File: src/core/psc_consts.vh
// Constants for the peripheral set/clear register bank
`ifndef PSC_CONSTS_VH
`define PSC_CONSTS_VH
// Peripheral region: uppermost 3 Mbyte of the 32-bit space
`define PSC_REGION_BASE   32'hFFD0_0000
`define PSC_WIN_BITS      14
`define PSC_AIC_WIN_BITS  12
// Window index width and index of the first window in the region
`define PSC_IDX_BITS      8
`define PSC_REGION_IDX    8'h40
// Address tag of the interrupt controller window
`define PSC_AIC_TAG       20'hF_FFFF
// Registers live in the first 4 Kbyte quarter of a window
`define PSC_SUB_ZERO      2'h0
// Interrupt controller window base (last 4 Kbyte)
`define PSC_AIC_BASE      32'hFFFF_F000
// Offsets inside a window of one triple-mapped register
`define PSC_OFF_SET       12'h000
`define PSC_OFF_CLR       12'h004
`define PSC_OFF_STAT      12'h008
`define PSC_RESET_VAL     32'h0000_0000
`define PSC_ZERO          32'h0000_0000
`endif

File: src/core/psc_regs.v
// Peripheral address decoder with triple-mapped set/clear/status registers
`timescale 1ns/100ps
`default_nettype none
`include "psc_consts.vh"
module psc_regs #(
	parameter NPER = 4
)(
	// Clock and reset
	input  wire                clk_i,
	input  wire                nrst_i,
	// Peripheral bus slave
	input  wire                psel_i,
	input  wire                penable_i,
	input  wire                pwrite_i,
	input  wire [31:0]         paddr_i,
	input  wire [31:0]         pwdata_i,
	output reg  [31:0]         prdata_o,
	output wire                pready_o,
	output wire                pslverr_o,
	// Register contents and window selects
	output wire [32*NPER-1:0]  reg_val_o,
	output wire [NPER-1:0]     per_sel_o,
	output wire                aic_sel_o
);
	// Width of the window index inside the peripheral region
	localparam IDXW = `PSC_IDX_BITS;

	// Address decode
	wire               in_region;
	wire               aic_hit;
	wire [IDXW-1:0]    win_tag;
	wire [IDXW-1:0]    win_idx;
	wire [11:0]        off;
	wire               sub_zero;
	wire               per_hit;

	// Bus phases
	wire               setup_ph;
	wire               access_ph;
	wire               wr_acc;
	wire               rd_setup;

	// Offset decode
	reg                off_set;
	reg                off_clr;
	reg                off_stat;

	// Per-window results
	wire [NPER-1:0]    win_match;
	wire [NPER-1:0]    rd_hit;
	wire [32*NPER-1:0] stat_flat;

	// Read path
	reg  [31:0]        rd_d;
	reg  [31:0]        prdata_q;
	integer            k;

	// Region check: everything at or above the region base
	assign in_region = (paddr_i >= `PSC_REGION_BASE);

	// The interrupt controller only claims its own 4 Kbyte
	assign aic_hit = (paddr_i[31:`PSC_AIC_WIN_BITS] == `PSC_AIC_TAG);

	// Window index counted up from the region base
	assign win_tag = paddr_i[`PSC_WIN_BITS+IDXW-1:`PSC_WIN_BITS];
	assign win_idx = win_tag - `PSC_REGION_IDX;

	// Offset counted up from the window base
	assign off      = paddr_i[11:0];
	assign sub_zero = (paddr_i[`PSC_WIN_BITS-1:`PSC_AIC_WIN_BITS] == `PSC_SUB_ZERO);
	assign per_hit  = in_region & ~aic_hit;

	// Setup and access phases of the peripheral bus
	assign setup_ph  = psel_i & ~penable_i;
	assign access_ph = psel_i & penable_i;
	assign wr_acc    = access_ph & pwrite_i;
	assign rd_setup  = setup_ph & ~pwrite_i;

	// No wait states; error only for addresses below the region
	assign pready_o  = 1'b1;
	assign pslverr_o = access_ph & ~in_region;
	assign aic_sel_o = psel_i & aic_hit;

	// Which of the three addresses of a register is reached
	always @*
	begin
		off_set  = 1'b0;
		off_clr  = 1'b0;
		off_stat = 1'b0;
		case (off)
			`PSC_OFF_SET:
			begin
				off_set = 1'b1;
			end
			`PSC_OFF_CLR:
			begin
				off_clr = 1'b1;
			end
			`PSC_OFF_STAT:
			begin
				off_stat = 1'b1;
			end
			default:
			begin
				off_set  = 1'b0;
				off_clr  = 1'b0;
				off_stat = 1'b0;
			end
		endcase
	end

	genvar g;
	generate
		for (g = 0; g < NPER; g = g + 1)
		begin : g_per
			localparam [IDXW-1:0] WIN = g;
			reg  [31:0] val_q;
			reg  [31:0] val_d;
			wire        set_wr;
			wire        clr_wr;

			assign win_match[g] = per_hit & (win_idx == WIN);
			assign set_wr       = wr_acc & win_match[g] & sub_zero & off_set;
			assign clr_wr       = wr_acc & win_match[g] & sub_zero & off_clr;
			assign rd_hit[g]    = rd_setup & win_match[g] & sub_zero & off_stat;

			// Only the one-bits of the written word act
			always @*
			begin
				val_d = val_q;
				if (set_wr)
				begin
					val_d = val_q | pwdata_i;
				end
				else if (clr_wr)
				begin
					val_d = val_q & ~pwdata_i;
				end
			end

			always @(posedge clk_i or negedge nrst_i)
			begin
				if (!nrst_i)
				begin
					val_q <= `PSC_RESET_VAL;
				end
				else
				begin
					val_q <= val_d;
				end
			end

			assign per_sel_o[g] = psel_i & win_match[g];
			// Bit 0 of each register sits in byte lane 0, the lowest address
			assign stat_flat[32*g +: 32] = val_q;
		end
	endgenerate

	assign reg_val_o = stat_flat;

	// Read word chosen during setup; set and clear addresses read zero
	always @*
	begin
		rd_d = `PSC_ZERO;
		for (k = 0; k < NPER; k = k + 1)
		begin
			if (rd_hit[k])
			begin
				rd_d = stat_flat[32*k +: 32];
			end
		end
	end

	// Captured at the end of setup so it stands for the whole access
	always @(posedge clk_i or negedge nrst_i)
	begin
		if (!nrst_i)
		begin
			prdata_q <= `PSC_ZERO;
		end
		else if (setup_ph)
		begin
			prdata_q <= rd_d;
		end
	end

	always @*
	begin
		prdata_o = prdata_q;
	end
endmodule // psc_regs
`default_nettype wire

File: config.mk
export PLATFORM = sky130hd
export DESIGN_NAME = psc_regs
export DESIGN_NICKNAME = d
export VERILOG_FILES = /design/src/core/psc_regs.v
export VERILOG_INCLUDE_DIRS = /design/src /design/src/core
export SDC_FILE = /design/constraint.sdc
export NUM_CORES = 1
export LEC_CHECK = 0
export BUFFER_PORTS_ARGS = -buffer_cell sky130_fd_sc_hd__buf_4
export CAP_MARGIN = 40
export CORE_UTILIZATION = 38
export DETAILED_ROUTE_END_ITERATION = 8
export PLACE_DENSITY = 0.6
export SETUP_SLACK_MARGIN = 0.2
export SKIP_CTS_REPAIR_TIMING = 1
export SLEW_MARGIN = 20
export SYNTH_ARGS = -nofsm -noshare
export SYNTH_HDL_FRONTEND = slang
export SYNTH_SLANG_ARGS = --single-unit
export TNS_END_PERCENT = 100
File: constraint.sdc
create_clock -name clk_i -period 3.4 [get_ports clk_i]
set_clock_uncertainty 0.15 [all_clocks]
set_input_delay 1.02 -clock clk_i [delete_from_list [all_inputs] [get_ports clk_i]]
set_output_delay 1.02 -clock clk_i [all_outputs]
set_load 0.005 [all_outputs]
# Word level (Yosys, flattened, before mapping)
# Cells that the tools add are included.
[word_totals]
inputBits = 69
output_inout_bits = 167
regBits = 160
mem_bits_rw = 0
latchBits = 0
mem_count = 0
romBits = 0
elab_cells = 91
[op_classes]
order_cmp = 1
bitwise_logic = 56
n_mul = 0
div_mod_pow = 0
addsub = 1
mux = 15
shift = 0
reduce_logical = 7
eq_ne = 6
[ops]
columns = ["operator", "count"]
rows = [
  ["2-to-1 mux 32 bit", 12],
  ["bitwise AND 32 bit", 4],
  ["OR 32 bit", 4],
  ["bitwise AND 1 bit", 43],
  ["greater-or-equal comparator 32 bit, second input constant", 1],
  ["NOT 32 bit", 1],
  ["equality test 20 bit, second input constant", 1],
  ["equality test 8 x 2 -> 1 bit, second input constant", 2],
  ["equality test 12 x 3 -> 1 bit, second input constant", 1],
  ["equality test 12 x 4 -> 1 bit, second input constant", 1],
  ["zero test 12 bit", 1],
  ["equality test 8 x 1 -> 1 bit, second input constant", 1],
  ["zero test 8 bit", 1],
  ["nonzero test 2 bit", 4],
  ["subtractor 8 x 7 -> 8 bit, second input constant", 1],
  ["NOT 1 bit", 4],
  ["2-to-1 mux 1 bit", 3],
  ["zero test 2 bit", 1],
]

# Logic depth before layout (Yosys ltp)
[logic_depth]
word_depth = 11
mapped_depth = 7
mapped_depth_nobuf = 4

# Worst setup path before layout
# Ideal clock, no wire load.
[synth_path]
kind = "input -> output"
from = "input paddr_i[17]"
to = "output per_sel_o[0]"
n_path_buf = 1
cell_stages = 5
t_required_ns = 2.230
arrival_time_ns = 2.337
slack_ns = -0.107
cell_sequence = "or4_1 nor2_1 clkbuf_1 nand3_1 nor3_1"
[synth_via]
elab_chain_cells = 5
word_cells_on_any_way = 8
cone_classes = "1 x add/sub; 1 x order compare; 1 x eq/ne; 4 x bitwise; 1 x reduce/logical"
[synth_rtl]
columns = ["element", "line", "text"]
rows = [
  ["start, declared", "psc_regs.v:15", "input wire [31:0] paddr_i,"],
  ["branches (longest 3 deep; another with greater-or-equal comparator 32 bit)", "--", ""],
  ["bitwise AND 1 bit (*)", "psc_regs.v:122", "assign win_match[g] = per_hit & (win_idx == WIN);"],
  ["bitwise AND 1 bit (*)", "psc_regs.v:153", "assign per_sel_o[g] = psel_i & win_match[g];"],
  ["end, declared", "psc_regs.v:22", "output wire [NPER-1:0] per_sel_o,"],
]
# Mark *: on every way between the ends.

# Worst setup path in the final report
# Same ends and word-level chain as after synthesis.

==> results.sh <==
export IMPL_avgSynthCellArea_sq_um=9.11
export IMPL_die_y_um=157
export IMPL_synth_seq_cells=160
export IMPL_clk_path_buf_depth=2
export IMPL_routed_wl_um=28600
export IMPL_core_area_sq_mm=0.0235
export IMPL_grt_pass1_vias=7771
export IMPL_holdWs_ns=0.270
export IMPL_slew_headroom_pct=47.4
export IMPL_rsz0062_at_grt="true"
export IMPL_final_common_cell="buf_4"
export IMPL_start_util_pct=38.7
export IMPL_cts_tree="built"
export IMPL_instances_no_fill=1516
export IMPL_numCtsBuffers=17
export IMPL_wire_per_inst_um=18.8
export IMPL_r2r_end="prdata_o[18]"
export IMPL_synth_area_top_cells="dfrtp_1 44%, mux2i_1 18%, nand4_1 9.1%"
export IMPL_required_ns=2.23
export IMPL_syn_to_final_growth_pct=30.1
export IMPL_power_density_mw_per_mm2=354
export IMPL_drt_initial_drc_count=438
export IMPL_drv_cap=0
export IMPL_path_cells="buf_4 > or4_4 > nor2_4 > nand3_4 > nor3_2 > buf_4"
export IMPL_reg2regPathDepth=4
export IMPL_clk_latency_ns=0.43
export IMPL_synth_cells=998
export IMPL_cp_end_kind="primary output"
export IMPL_ys_warnings_count=0
export IMPL_grt_overflow=0
export IMPL_final_nets=1252
export IMPL_viasPerCell=5.22
export IMPL_cpMostUsedCell="buf_4"
export IMPL_period_minus_slack_ns=3.37
export IMPL_report_power_total_mw=4.19
export IMPL_ant_nets=0
export IMPL_critical_path_class="primary input to primary output"
export IMPL_path_clk_slew_ns=0.07
export IMPL_drc=0
export IMPL_cpPeakStageDelay_ns=0.54
export IMPL_post_place_ws_ns=0.0584
export IMPL_cts_htree_levels=4
export IMPL_cts_root_buffer="clkbuf_16"
export IMPL_syn_num_nets=1067
export IMPL_vias=7920
export IMPL_layout_common_cells="253 x buf_4, 160 x mux2i_1, 160 x dfrtp_1, 133 x nand4_1, 129 x inv_1"
export IMPL_dp_hpwl_um=17900
export IMPL_crit_slowest_cell="or4_4"
export IMPL_postPlaceCellArea_sq_mm=0.0112
export IMPL_final_core_util_pct=50.4
export IMPL_p_leak_nw=6.58
export IMPL_cp_depth=6
export IMPL_critPathTopFamily="simple AND/OR/NAND/NOR gates"
export IMPL_gp_congestion=0.792
export IMPL_dp_cells=1480
export IMPL_cts_sinks=160
export IMPL_stdcell_area_sq_mm=0.0118
export IMPL_die_area_sq_mm=0.0246
export IMPL_antenna_found_initial=1
export IMPL_startpoint_type="primary input"
export IMPL_syn_area_sq_mm=0.00909
export IMPL_grtUsageTotal_pct=23.5
export IMPL_worst_slack_ns=0.0328
export IMPL_ir_worst_vdd_mv=0.290
export IMPL_worstMarginPinSlew_ns=0.788
export IMPL_drive_gt1_share_pct=26.1
export IMPL_grt_max_degree=95
export IMPL_rows=56
export IMPL_min_path_type="primary input to async pin"
export IMPL_status="finished clean"
export IMPL_reg2reg_slack_ns=2.19
export IMPL_grt_pass1_wl_um=44600
export IMPL_die_w_um=157
export IMPL_worst_path_buf_inv=2
export IMPL_setup_violations=0
export IMPL_ys_types=25
export IMPL_hold_viol=0
export IMPL_slew_viol_final=0
export IMPL_synth_top_cell_area_share_pct=44.0
export IMPL_setup_tns_ns=0
export IMPL_synth_top_area_cell="dfrtp_1"
export IMPL_port_buffers=234
export IMPL_ios=236
export IMPL_crit_fanout=4
export IMPL_arrival_ns=2.20
export IMPL_fmax_mhz=297
export IMPL_synth_seq_area_share_pct=44.0
export IMPL_period_share_pct=99.0
export IMPL_dr_pass1_iters=5
## how the worst max path moves through the flow
stage | from | to | slack (ns)
after floorplan | paddr_i[17] | per_sel_o[1] | 0.17
after global placement | paddr_i[17] | per_sel_o[1] | 0.07
after detailed placement | paddr_i[17] | per_sel_o[0] | 0.06
after CTS | paddr_i[17] | per_sel_o[1] | 0.05
after global routing | paddr_i[27] | per_sel_o[0] | -0.03
final | paddr_i[17] | per_sel_o[0] | 0.03
## metal layers
metal / track usage (%) / share of wire, %
met5: 0 / 0
met4: 8.17 / 2.1
met2: 35.8 / 46
met1: 32.9 / 46
met3: 4.62 / 5.8
## cells by family (layout without fill, tap and decap cells)
logic type | count (synthesis) | in the layout | share of synthesized area [%]
mux | 160 | 160 | 17.6
simple gates | 321 | 321 | 21.3
other cells | 1 | 2 | 0.0412
flops | 160 | 160 | 44.0
buf+inv | 227 | 425 | 9.92
compound gates | 129 | 129 | 7.10
## layout make-up
cell class              count  area, sq um
clock buffers              18          439
well taps                 319          399
multi-input cells         611         4270
inverters                 129          484
diodes                      1         2.50
clock inverters            14          146
flip-flops and latches    160         4000
repair buffers            264         2080
fillers                  2263        11600
## cell usage after synthesis
cell type  number
dfrtp_1       160
mux2i_1       160
nand4_1       133
inv_1         129
o21ai_0        98
and2_1         97
clkbuf_1       68
nand2_1        34
and3_1         33
o21ai_1        31
buf_2          22
buf_4           6
nor2b_1         4
nor2_1          3
nor3_1          3
nor4_1          3
or4_1           3
buf_1           2
nand4b_1        2
or4_4           2
conb_1          1
nand2b_1        1
nand3_1         1
nor4_2          1
or3b_2          1
## power breakdown
part | internal, mW | switching (mW)
Clock | 1.06 | 0.890
Sequential | 1.90 | 0.00000000407
Combinational | 0.128 | 0.211
Total | 3.08 | 1.10
(Power assumes the default switching activity.)
